===== src/rtl/cab_pkg.sv =====
// Constants, field positions and carrier types of the counter array time base.
// Assumes an APB slave with 8-bit byte addresses and 32-bit data.
package cab_pkg;

	// ****************************************
	// Sizes
	// ****************************************
	localparam int CNT_W = 16;
	localparam int NMOD  = 5;
	localparam int AW    = 8;

	// ****************************************
	// Register byte offsets
	// ****************************************
	localparam logic [AW-1:0] A_MODE = 8'h00;
	localparam logic [AW-1:0] A_CTRL = 8'h04;
	localparam logic [AW-1:0] A_CNTL = 8'h08;
	localparam logic [AW-1:0] A_CNTH = 8'h0C;
	localparam logic [AW-1:0] A_MODM = 8'h10;
	localparam logic [AW-1:0] A_CAPL = 8'h24;
	localparam logic [AW-1:0] A_CAPH = 8'h38;
	localparam logic [AW-1:0] A_STAT = 8'h4C;
	localparam logic [AW-1:0] A_ICLR = 8'h50;
	localparam logic [AW-1:0] A_IEN  = 8'h54;

	// ****************************************
	// Field positions and reset values
	// ****************************************
	localparam int MODE_OVF_IE  = 0;
	localparam int MODE_SRC_LSB = 1;
	localparam int MODE_WDTE    = 6;
	localparam int MODE_SIX     = 7;
	localparam int CTRL_CF      = 7;
	localparam int CTRL_RUN     = 6;
	localparam int PIN_ECI      = 2;
	localparam int PIN_MOD0     = 3;
	localparam logic [7:0]       MODE_RST = 8'h00;
	localparam logic [CNT_W-1:0] CNT_RST  = 16'h0000;
	localparam logic [CNT_W-1:0] CNT_TOP  = 16'hFFFF;

	// ****************************************
	// Count sources and prescale divisors
	// ****************************************
	localparam logic [1:0] SRC_SLOW = 2'h0;
	localparam logic [1:0] SRC_FAST = 2'h1;
	localparam logic [1:0] SRC_T0   = 2'h2;
	localparam logic [1:0] SRC_EXT  = 2'h3;
	localparam logic [3:0] DIV12_SLOW = 4'hC;
	localparam logic [3:0] DIV12_FAST = 4'h4;
	localparam logic [3:0] DIV6_SLOW  = 4'h6;
	localparam logic [3:0] DIV6_FAST  = 4'h2;

	typedef enum logic [1:0] {
		APB_IDLE = 2'b01,
		APB_ACC  = 2'b10
	} cab_apb_e;

	typedef struct packed {
		logic ecom;
		logic capp;
		logic capn;
		logic mat;
		logic tog;
		logic pwm;
		logic module_irq_enable;
	} cab_mode_s;

endpackage


===== src/rtl/cab_sync.sv =====
// Two-flop synchroniser for pin inputs.
// Assumes inputs are asynchronous to i_clk.
`timescale 1ns/100ps
module cab_sync #(parameter int W = 1)(
	input  wire logic         i_clk,
	input  wire logic         i_srst,
	input  wire logic [W-1:0] i_d,
	output logic      [W-1:0] o_q
);
	logic [W-1:0] meta_r;

	always_ff @(posedge i_clk)
	begin
		if (i_srst)
		begin
			meta_r <= '0;
			o_q    <= '0;
		end
		else
		begin
			meta_r <= i_d;
			o_q    <= meta_r;
		end
	end
endmodule


===== src/rtl/cab_top.sv =====
// Counter array time base: 16-bit count, source select, flags, APB slave.
// Assumes an APB master on i_clk and port 1 pins asynchronous to it.
//
// Notes on behaviour
// - one free-running 16-bit count, two bytes
// - twelve-clock sources: /12, /4, timer0, pin
// - six-clock mode: codes 00, 01 give /6, /2
// - mode bits 2:1 source, bit 0 overflow irq
// - count advances only while run bit set
// - overflow sets flag, irq if enabled
// - overflow flag cleared only by software zero
// - each module flag set on capture, or on match if module mode bit 3 set
// - module flags cleared only by software zero
// - capture, timer, output, PWM; module four watchdog
// - modules use port bits 3-7, count pin bit 2
// - unused module pins stay general purpose
// - timer0 overflow counts without its irq enabled
// - module mode bit 0 gates module flag irq
//
// The APB interface to the registers and the placing of the registers were decided locally.
`timescale 1ns/100ps
module cab_top import cab_pkg::*; (
	input  wire logic          i_clk,
	input  wire logic          i_srst,
	input  wire logic          i_psel,
	input  wire logic          i_penable,
	input  wire logic          i_pwrite,
	input  wire logic [AW-1:0] i_paddr,
	input  wire logic [31:0]   i_pwdata,
	input  wire logic          i_timer0_ovf,
	input  wire logic [7:0]    i_p1_pin,
	input  wire logic [7:0]    i_gpio_out,
	input  wire logic [7:0]    i_gpio_oe,
	output logic               o_pready,
	output logic      [31:0]   o_prdata,
	output logic               o_pslverr,
	output logic               o_irq,
	output logic               o_array_irq,
	output logic               o_wdog_rst,
	output logic      [7:0]    o_p1_out,
	output logic      [7:0]    o_p1_oe
);
	// ****************************************
	// Declarations
	// ****************************************
	cab_apb_e         st_r;
	logic             wr;
	logic [31:0]      rd_nxt;
	logic             err_nxt;
	logic [7:0]       mode_r;
	cab_mode_s        mmode_r [NMOD];
	logic             run_r;
	logic             cf_r;
	logic [NMOD-1:0]  ccf_r;
	logic [CNT_W-1:0] count_r;
	logic [3:0]       pre_r;
	logic [3:0]       div;
	logic             tick;
	logic             inc;
	logic             wrap;
	logic             step_r;
	logic [5:0]       pin_s;
	logic             eci_d_r;
	logic             eci_fall;
	logic             ctrl_wr;
	logic             cnt_wr;
	logic [5:0]       stat_r;
	logic [5:0]       ien_r;
	logic [NMOD-1:0]  ev;
	logic [NMOD-1:0]  uline;
	logic [NMOD-1:0]  udrive;
	logic [NMOD-1:0]  wdog_hit;
	logic [NMOD-1:0]  module_irq_enable;
	logic [NMOD-1:0]  wr_lo;
	logic [NMOD-1:0]  wr_hi;
	logic [CNT_W-1:0] ccap [NMOD];
	logic [1:0]       src;
	logic             six;

	assign src     = mode_r[MODE_SRC_LSB +: 2];
	assign six     = mode_r[MODE_SIX];
	assign wr      = (st_r == APB_ACC) & i_psel & i_penable & i_pwrite;
	assign ctrl_wr = wr & (i_paddr == A_CTRL);
	assign cnt_wr  = wr & ((i_paddr == A_CNTL) | (i_paddr == A_CNTH));

	// ****************************************
	// APB slave
	// ****************************************
	always_ff @(posedge i_clk)
	begin
		if (i_srst)
			st_r <= APB_IDLE;
		else
		begin
			case (st_r)
				APB_IDLE:
					if (i_psel & ~i_penable)
						st_r <= APB_ACC;
				APB_ACC:
					st_r <= APB_IDLE;
				default:
					st_r <= APB_IDLE;
			endcase
		end
	end

	always_comb
	begin
		rd_nxt  = 32'h0000_0000;
		err_nxt = 1'b0;
		case (i_paddr)
			A_MODE: rd_nxt[7:0] = mode_r;
			A_CTRL: rd_nxt[7:0] = {cf_r, run_r, 1'b0, ccf_r};
			A_CNTL: rd_nxt[7:0] = count_r[7:0];
			A_CNTH: rd_nxt[7:0] = count_r[15:8];
			A_STAT: rd_nxt[5:0] = stat_r;
			A_ICLR: rd_nxt      = 32'h0000_0000;
			A_IEN:  rd_nxt[5:0] = ien_r;
			default:
			begin
				err_nxt = 1'b1;
				for (int n = 0; n < NMOD; n++)
				begin
					if (i_paddr == A_MODM + AW'(4 * n))
					begin
						rd_nxt[6:0] = mmode_r[n];
						err_nxt     = 1'b0;
					end
					if (i_paddr == A_CAPL + AW'(4 * n))
					begin
						rd_nxt[7:0] = ccap[n][7:0];
						err_nxt     = 1'b0;
					end
					if (i_paddr == A_CAPH + AW'(4 * n))
					begin
						rd_nxt[7:0] = ccap[n][15:8];
						err_nxt     = 1'b0;
					end
				end
			end
		endcase
	end

	always_ff @(posedge i_clk)
	begin
		if (i_srst)
		begin
			o_prdata  <= 32'h0000_0000;
			o_pslverr <= 1'b0;
		end
		else if ((st_r == APB_IDLE) & i_psel & ~i_penable)
		begin
			o_prdata  <= i_pwrite ? 32'h0000_0000 : rd_nxt;
			o_pslverr <= err_nxt;
		end
	end

	assign o_pready = st_r[1];

	// ****************************************
	// Mode and control registers
	// ****************************************
	always_ff @(posedge i_clk)
	begin
		if (i_srst)
		begin
			mode_r <= MODE_RST;
			run_r  <= 1'b0;
			ien_r  <= 6'h00;
			for (int n = 0; n < NMOD; n++)
				mmode_r[n] <= '0;
		end
		else
		begin
			if (wr & (i_paddr == A_MODE))
				mode_r <= i_pwdata[7:0];
			if (ctrl_wr)
				run_r <= i_pwdata[CTRL_RUN];
			if (wr & (i_paddr == A_IEN))
				ien_r <= i_pwdata[5:0];
			for (int n = 0; n < NMOD; n++)
				if (wr & (i_paddr == A_MODM + AW'(4 * n)))
					mmode_r[n] <= i_pwdata[6:0];
		end
	end

	// ****************************************
	// Count source and counter
	// ****************************************
	cab_sync #(.W(6)) u_sync (
		.i_clk  (i_clk),
		.i_srst (i_srst),
		.i_d    (i_p1_pin[7:2]),
		.o_q    (pin_s)
	);

	always_ff @(posedge i_clk)
	begin
		if (i_srst)
			eci_d_r <= 1'b0;
		else
			eci_d_r <= pin_s[0];
	end

	assign eci_fall = eci_d_r & ~pin_s[0];

	always_comb
	begin
		if (six)
			div = (src == SRC_SLOW) ? DIV6_SLOW : DIV6_FAST;
		else
			div = (src == SRC_SLOW) ? DIV12_SLOW : DIV12_FAST;
	end

	always_ff @(posedge i_clk)
	begin
		if (i_srst | ~run_r)
			pre_r <= 4'h0;
		else if (pre_r >= div - 4'h1)
			pre_r <= 4'h0;
		else
			pre_r <= pre_r + 4'h1;
	end

	always_comb
	begin
		case (src)
			SRC_T0:  tick = i_timer0_ovf;
			SRC_EXT: tick = eci_fall;
			default: tick = (pre_r >= div - 4'h1);
		endcase
	end

	assign inc  = run_r & tick;
	assign wrap = inc & (count_r == CNT_TOP);

	always_ff @(posedge i_clk)
	begin
		if (i_srst)
		begin
			count_r <= CNT_RST;
			step_r  <= 1'b0;
		end
		else
		begin
			step_r <= inc;
			if (wr & (i_paddr == A_CNTL))
				count_r[7:0] <= i_pwdata[7:0];
			else if (wr & (i_paddr == A_CNTH))
				count_r[15:8] <= i_pwdata[7:0];
			else if (inc)
				count_r <= count_r + 16'h0001;
		end
	end

	// ****************************************
	// Compare/capture modules
	// ****************************************
	for (genvar g = 0; g < NMOD; g++)
	begin : g_mod
		assign wr_lo[g] = wr & (i_paddr == A_CAPL + AW'(4 * g));
		assign wr_hi[g] = wr & (i_paddr == A_CAPH + AW'(4 * g));
		assign module_irq_enable[g]  = mmode_r[g].module_irq_enable;
		cab_unit #(.WDOG_OK(g == NMOD - 1)) u_unit (
			.i_clk      (i_clk),
			.i_srst     (i_srst),
			.i_mode     (mmode_r[g]),
			.i_count    (count_r),
			.i_step     (step_r),
			.i_line     (pin_s[g + 1]),
			.i_wr_lo    (wr_lo[g]),
			.i_wr_hi    (wr_hi[g]),
			.i_wdata    (i_pwdata[7:0]),
			.i_wdog_en  (mode_r[MODE_WDTE]),
			.o_event    (ev[g]),
			.o_line     (uline[g]),
			.o_drive    (udrive[g]),
			.o_ccap     (ccap[g]),
			.o_wdog_hit (wdog_hit[g])
		);
	end

	// ****************************************
	// Flags and interrupts
	// ****************************************
	always_ff @(posedge i_clk)
	begin
		if (i_srst)
		begin
			cf_r  <= 1'b0;
			ccf_r <= '0;
		end
		else
		begin
			cf_r  <= wrap | (cf_r & ~(ctrl_wr & ~i_pwdata[CTRL_CF]));
			ccf_r <= ev | (ccf_r & ~({NMOD{ctrl_wr}} & ~i_pwdata[NMOD-1:0]));
		end
	end

	always_ff @(posedge i_clk)
	begin
		if (i_srst)
			stat_r <= 6'h00;
		else if (wr & (i_paddr == A_ICLR))
			stat_r <= {ev, wrap} | (stat_r & ~i_pwdata[5:0]);
		else
			stat_r <= {ev, wrap} | stat_r;
	end

	always_ff @(posedge i_clk)
	begin
		if (i_srst)
		begin
			o_irq       <= 1'b0;
			o_array_irq <= 1'b0;
			o_wdog_rst  <= 1'b0;
		end
		else
		begin
			o_irq       <= |(stat_r & ien_r);
			o_array_irq <= (cf_r & mode_r[MODE_OVF_IE]) | (|(ccf_r & module_irq_enable));
			o_wdog_rst  <= |wdog_hit;
		end
	end

	// ****************************************
	// Port 1 pin sharing
	// ****************************************
	always_ff @(posedge i_clk)
	begin
		if (i_srst)
		begin
			o_p1_out <= 8'hFF;
			o_p1_oe  <= 8'h00;
		end
		else
		begin
			o_p1_out <= i_gpio_out;
			o_p1_oe  <= i_gpio_oe;
			for (int n = 0; n < NMOD; n++)
				if (udrive[n])
				begin
					o_p1_out[PIN_MOD0 + n] <= uline[n];
					o_p1_oe[PIN_MOD0 + n]  <= 1'b1;
				end
		end
	end
endmodule


===== src/rtl/cab_unit.sv =====
// One compare/capture module fed by the common count.
// Assumes i_line is already synchronised and i_step marks a fresh count.
`timescale 1ns/100ps
module cab_unit import cab_pkg::*; #(parameter bit WDOG_OK = 1'b0)(
	input  wire logic             i_clk,
	input  wire logic             i_srst,
	input  wire cab_mode_s        i_mode,
	input  wire logic [CNT_W-1:0] i_count,
	input  wire logic             i_step,
	input  wire logic             i_line,
	input  wire logic             i_wr_lo,
	input  wire logic             i_wr_hi,
	input  wire logic [7:0]       i_wdata,
	input  wire logic             i_wdog_en,
	output logic                  o_event,
	output logic                  o_line,
	output logic                  o_drive,
	output logic      [CNT_W-1:0] o_ccap,
	output logic                  o_wdog_hit
);
	logic line_d_r;
	logic match;
	logic capt;

	assign match = i_mode.ecom & i_step & (i_count == o_ccap);
	assign capt  = ~i_mode.ecom & ((i_mode.capp & i_line & ~line_d_r)
		| (i_mode.capn & ~i_line & line_d_r));

	always_ff @(posedge i_clk)
	begin
		if (i_srst)
			line_d_r <= 1'b0;
		else
			line_d_r <= i_line;
	end

	always_ff @(posedge i_clk)
	begin
		if (i_srst)
			o_ccap <= CNT_RST;
		else if (i_wr_lo)
			o_ccap[7:0] <= i_wdata;
		else if (i_wr_hi)
			o_ccap[15:8] <= i_wdata;
		else if (capt)
			o_ccap <= i_count;
	end

	always_ff @(posedge i_clk)
	begin
		if (i_srst)
		begin
			o_event    <= 1'b0;
			o_line     <= 1'b1;
			o_drive    <= 1'b0;
			o_wdog_hit <= 1'b0;
		end
		else
		begin
			o_event    <= capt | (match & i_mode.mat);
			o_drive    <= i_mode.ecom & (i_mode.tog | i_mode.pwm);
			o_wdog_hit <= WDOG_OK & i_wdog_en & match & i_mode.mat;
			if (i_mode.pwm)
				o_line <= (i_count[7:0] >= o_ccap[7:0]);
			else if (i_mode.tog & match)
				o_line <= ~o_line;
		end
	end
endmodule

===== config.mk =====
export PLATFORM = sky130hd
export DESIGN_NAME = cab_top
export DESIGN_NICKNAME = d
export VERILOG_FILES = /design/src/rtl/cab_pkg.sv /design/src/rtl/cab_sync.sv /design/src/rtl/cab_top.sv /design/src/rtl/cab_unit.sv
export SDC_FILE = /design/constraint.sdc
export NUM_CORES = 1
export LEC_CHECK = 0
export ABC_AREA = 1
export BUFFER_PORTS_ARGS = -buffer_cell sky130_fd_sc_hd__buf_2
export CAP_MARGIN = 10
export CORE_ASPECT_RATIO = 0.8
export CORE_UTILIZATION = 42
export DETAILED_ROUTE_END_ITERATION = 16
export GPL_ROUTABILITY_DRIVEN = 0
export HOLD_SLACK_MARGIN = 0.05
export PLACE_DENSITY = 0.67
export SETUP_SLACK_MARGIN = 0.2
export SYNTH_ARGS = -nofsm -noshare
export SYNTH_HDL_FRONTEND = slang
export SYNTH_SLANG_ARGS = --single-unit

===== constraint.sdc =====
create_clock -name i_clk -period 3 [get_ports i_clk]
set_clock_uncertainty 0.05 [all_clocks]
set_input_delay 0.6 -clock i_clk [delete_from_list [all_inputs] [get_ports i_clk]]
set_output_delay 0.6 -clock i_clk [all_outputs]
set_load 0.005 [all_outputs]

-- Word level (Yosys, flattened, before mapping)
Memories as Yosys holds them, arrays and structs flattened.
Index checks and enable logic that the tools add are counted.
- mux-type cells: 107
- bitwise gates (word level): 151
- reduce and logical (&&, ||, !) cells: 37
- add/subtract/negate cells: 3
- eq/ne operators: 37
- magnitude comparators: 6
- operator list (kind ; count):
    $mux 8 ; 31
    $mux 16 ; 6
    $and 1x1->1 ; 85
    $eq 16x16->1 ; 5
    $mux 7 ; 10
    $eq 8x6->1 const B ; 8
    $mux 1 ; 53
    $eq 8x7->1 const B ; 6
    $pmux 6 s7 ; 1
    $ge 8x8->1 ; 5
    $reduce_bool 2->1 ; 17
    $eq 8x5->1 const B ; 4
    $not 1->1 ; 32
    $reduce_and 2->1 ; 12
    $or 1x1->1 ; 23
    $add 16x1->16 const B ; 1
    $eq 16x16->1 const B ; 1
    $eq 8x4->1 const B ; 2
    $and 5x5->5 ; 3
    $and 6x6->6 ; 2
    $or 6x6->6 ; 2
    $ne 2x1->1 const B ; 5
    $not 5->5 ; 2
    $pmux 2 s5 ; 1
    20 further kinds ; 24
- RAM bits: 35
- memories: 1
- output and inout bits: 53
- bits of input ports: 70
- register bits: 216
- memories (name ; words ; width ; read ports ; clocked after Yosys merged registers in ; write ports ; line ; source):
    mmode_r ; 5 ; 7 ; 5 ; 0 ; 5 ; cab_top.sv:51 ; cab_mode_s mmode_r [NMOD];

-- Logic depth before layout (Yosys ltp)
- depth in word-level cells: 20
- gate-level depth with buffers: 17
- gate-level depth less buffers: 17

-- Cells and area by module
A second synthesis with hierarchy kept.
- cell total of the unflattened synthesis: 1997
- area, all modules: 13467.9 um^2
- modules (own cells, without submodules) (module ; area each (um^2) ; cells an instance ; instances):
    cab_top ; 6373.6 ; 853 ; 1
    cab_unit at g_mod[0].u_unit ... ; 1350.0 ; 222 ; 4
    cab_unit at g_mod[4].u_unit ; 1352.5 ; 219 ; 1
    cab_sync ; 341.6 ; 37 ; 1

-- Worst setup path before layout
OpenSTA, ideal clock, no wires.
- path kind: input to register
- start: input i_paddr[0]
- end: memory mmode_r[0][14] (netlist name) (enable)
- slack: 0.627 ns
- buffers on the path: 2
- stages: 7
- arrival: 1.942 ns
- cell sequence: inv_1 > nand2_2 > nor2_1 > buf_2 > nand2_2 > buf_2 > o21ai_0
- RTL lines (what ; line ; source):
    start, declared ; cab_top.sv:28 ; input wire logic [AW-1:0] i_paddr,
    end, declared ; cab_top.sv:51 ;

-- Worst setup path in the final report
- start: register count_r[4]
- end: register g_mod[1].u_unit.o_line
- word-level cells in the longest chain between the ends: 4
- elaborated cells on any way between the ends: 6
- classes of those cells: order compare: 1; eq/ne: 1; mux: 1; bitwise: 2; reduce/logical: 1
- RTL lines (what ; line ; source):
    start, declared ; cab_top.sv:55 ; logic [CNT_W-1:0] count_r;
    start signal, assigned ; cab_top.sv:248 ; count_r[7:0] <= i_pwdata[7:0];
    start signal, assigned ; cab_top.sv:252 ; count_r <= count_r + 16'h0001;
    $eq 16x16->1 ; cab_unit.sv:25 ; assign match = i_mode.ecom & i_step & (i_count == o_ccap);
    $and 1x1->1 ; cab_unit.sv:25 ;
    $and 1x1->1 ; cab_unit.sv:65 ; else if (i_mode.tog & match)
    $reduce_bool 2->1 (no line) ; -- ;
    end signal, assigned ; cab_unit.sv:64 ; o_line <= (i_count[7:0] >= o_ccap[7:0]);
    end signal, assigned ; cab_unit.sv:66 ; o_line <= ~o_line;
    end, declared ; cab_unit.sv:16 ; output logic o_line,
Parallel ways exist; a longest one is shown, timed or not.
A chain may end at the register's enable or synchronous reset.

==> flow_metrics.tcl <==
set metrics [dict create \
    dp_cells 2145 \
    portBuffers 72 \
    final-hold-violation-count 0 \
    ir_drop_uv 330 \
    fin_tns_setup_ns 0 \
    crit_arrival_ns 3.03 \
    diodes 0 \
    outcome "completed" \
    synth_cells 1702 \
    drc 0 \
    overflow 0 \
    worstMarginPinSlew_ns 0.758 \
    core-area_um2 29400 \
    fin_cells 2191 \
    vias_per_cell 5.72 \
    syn_area_per_cell_um2 7.39 \
    antenna_found_initial 1 \
    final_max_slew_viol_count 0 \
    dp_hpwl_mm 33.4 \
    min_period_ns 2.64 \
    drtIter0Drc 1821 \
    slew_headroom 0.492 \
    setup_slack_ns 0.360 \
    wl_per_cell_um 20.7 \
    powerDensity_nw_per_um2 495 \
    leakagePower_nw 5.82 \
    nets 1910 \
    first_pass_iters 9 \
    synth-seq-cells 227 \
    syn_area_um2 12600 \
    clk_path_buf_depth 3 \
    fp.dieArea_um2 30700 \
    post_cts_buffers 0 \
    ys_seq_area_frac 0.389 \
    rsz0062_at_grt "false" \
    grt_pass1_wl_mm 67.2 \
    tritoncts_num_sinks 227 \
    clockRootBuffer "clkbuf_16" \
    grt_usage 0.290 \
    die_x_um 196 \
    clock_latency_ns 0.54 \
    rows 56 \
    yosys.cell_types.count 55 \
    pre_cts_ws_ns 0.318 \
    synth_edf_count 35 \
    path_class "register to register" \
    cts_tree "built" \
    h-tree-depth 1 \
    drive_above_1_share 0.159 \
    drtAntennaViolNets 0 \
    routed_wl_mm 45.3 \
    max_freq_mhz 379 \
    vias 12500 \
    clkTransAtPathRegs_ns 0.06 \
    finalSetupViolCount 0 \
    die_y_um 157 \
    grt_pass1_vias 11100 \
    grt_max_degree 64 \
    hold_class "input pin to register" \
    synthArstFlopShare 0 \
    worst-path-max-fanout 9 \
    ys_warn_count 0 \
    max-cap-violations 0 \
    ys.flop_type "dfxtp_1" \
    endpoint_kind "register" \
    start_util 0.429 \
    cts_buffers 25 \
    timing.final.crit_share 0.880 \
    crit_required_ns 3.39 \
    area_growth_pct 14.6 \
    boundaryPins 123 \
    start_kind "register" \
]
## per-layer routing
metal / up-vias / track usage / part of all wire / wire length (um)
met5: - / 0 / 0 / 0
met4: 0 / 0.109 / 0.040 / 1810
met2: 787 / 0.412 / 0.41 / 18400
met3: 141 / 0.0797 / 0.13 / 6110
met1: 5770 / 0.414 / 0.42 / 19000
li1: 5829 / - / - / -
## where the power goes
group / total, W / internal [W] / switching [W]
logic: 0.000420 / 0.000124 / 0.000296
registers: 0.00323 / 0.00316 / 0.0000681
clock network: 0.00348 / 0.00216 / 0.00132
## state kept, by name (all words and copies together), names as in the netlist, 6 cells and up
name,flops
mmode_r,35
u_sync.o_q,6
g_mod.u_unit.o_ccap,80
u_sync.meta_r,6
o_p1_oe,8
count_r,16
mode_r,8
ien_r,6
o_p1_out,8
stat_r,6
o_prdata,8
## critical path, stage by stage, from the launching register on
cell      delay [ns]
dfxtp_1         0.60
buf_4           0.24
ha_1            0.14
nand4_1         0.10
nor2_1          0.41
nand3_1         0.13
nor4_1          0.25
buf_4           0.21
nand2_1         0.09
xnor2_1         0.14
inv_1           0.05
o211ai_1        0.14
## repair_timing
action / 4_1_cts / 5_1_grt
endpoints found under the setup margin: 0 / 9
hold buffers: 0 / 0
gates resized for setup: 0 / 3
## cells in the mapped netlist (all sizes together) (8+ instances only)
master,number,area [um2]
o211ai,8,60.1
xnor2,16,140
dfxtp,192,3840
a31oi,85,532
xor2,14,123
nand4,12,105
nand2,385,1480
nand3,101,521
buf,53,350
or2,21,131
edfxtp,35,1050
o22ai,15,93.8
o21ai,127,636
inv,223,847
ha,45,563
nor2,118,671
nor3,20,138
o2111ai,8,70.1
clkbuf,38,143
a21oi,148,805
## cell usage in the layout (no fill, tap or decap), types with 5 or more instances in the layout
cell type / Yosys / final
nand2_1: 374 / 374
dfxtp_1: 192 / 191
inv_1: 190 / 190
a21oi_1: 141 / 141
o21ai_0: 118 / 118
nand3_1: 98 / 98
a31oi_1: 85 / 85
nor2_1: 85 / 83
buf_2: 19 / 71
buf_4: 30 / 63
ha_1: 45 / 45
edfxtp_1: 35 / 35
inv_2: 29 / 29
clkbuf_16: 0 / 26
conb_1: 1 / 24
nor2_4: 18 / 18
xnor2_1: 16 / 16
or2_2: 15 / 15
o22ai_1: 15 / 15
nor3_1: 15 / 15
xor2_1: 14 / 14
nor2_2: 11 / 13
nand2_2: 10 / 10
nand4_1: 10 / 10
o21ai_1: 9 / 9
o2111ai_1: 8 / 8
o211ai_1: 8 / 8
nor4_1: 7 / 7
a221oi_1: 6 / 6
clkbuf_8: 0 / 6
a21oi_4: 5 / 5
bufinv_16: 0 / 5
## through the flow
step | area, um2 | util | hold slack (ns) | power (W)
4_1_cts | 14400 | 0.491 | 0.180 | 0.00716
5_1_grt | 14400 | 0.491 | 0.200 | 0.00734
2_1_floorplan | 12700 | - | 0.338 | 0.00352
3_5_place_dp | 13500 | 0.459 | 0.347 | 0.00370
3_3_place_gp | 13500 | 0.459 | 0.348 | 0.00369
6_report | 14400 | 0.491 | 0.193 | 0.00713
## worst paths after layout
check	endpoint	cells after the start	start	slack, ns
worst max-delay path	g_mod[1].u_unit.o_line	11	count_r[4]	0.36
worst min register to register	u_sync.o_q[0]	2	u_sync.meta_r[0]	0.35
worst min-delay path	o_p1_out[2]	2	i_gpio_out[2]	0.19
worst max register to register	g_mod[1].u_unit.o_line	11	count_r[4]	0.36
## logic make-up (layout without fill, tap and decap cells)
family | after synthesis | count (layout) | synth area share
other | 1 | 24 | 0.000298
buffers and inverters | 317 | 406 | 0.107
AND/OR/NAND/NOR | 666 | 666 | 0.247
AO/OA/AOI/OAI | 416 | 416 | 0.191
adder cells (fa/ha/maj) | 45 | 45 | 0.0448
XOR/XNOR | 30 | 30 | 0.0209
flip-flops | 227 | 227 | 0.389
## layout make-up
cell class	count	area (um2)
fillers	2884	14900
inverters	226	858
multi-input cells	1181	6430
flip-flops and latches	227	4900
clock buffers	35	744
clock inverters	11	190
well taps	377	472
repair buffers	134	828
Power figures use the tool's default switching activity.
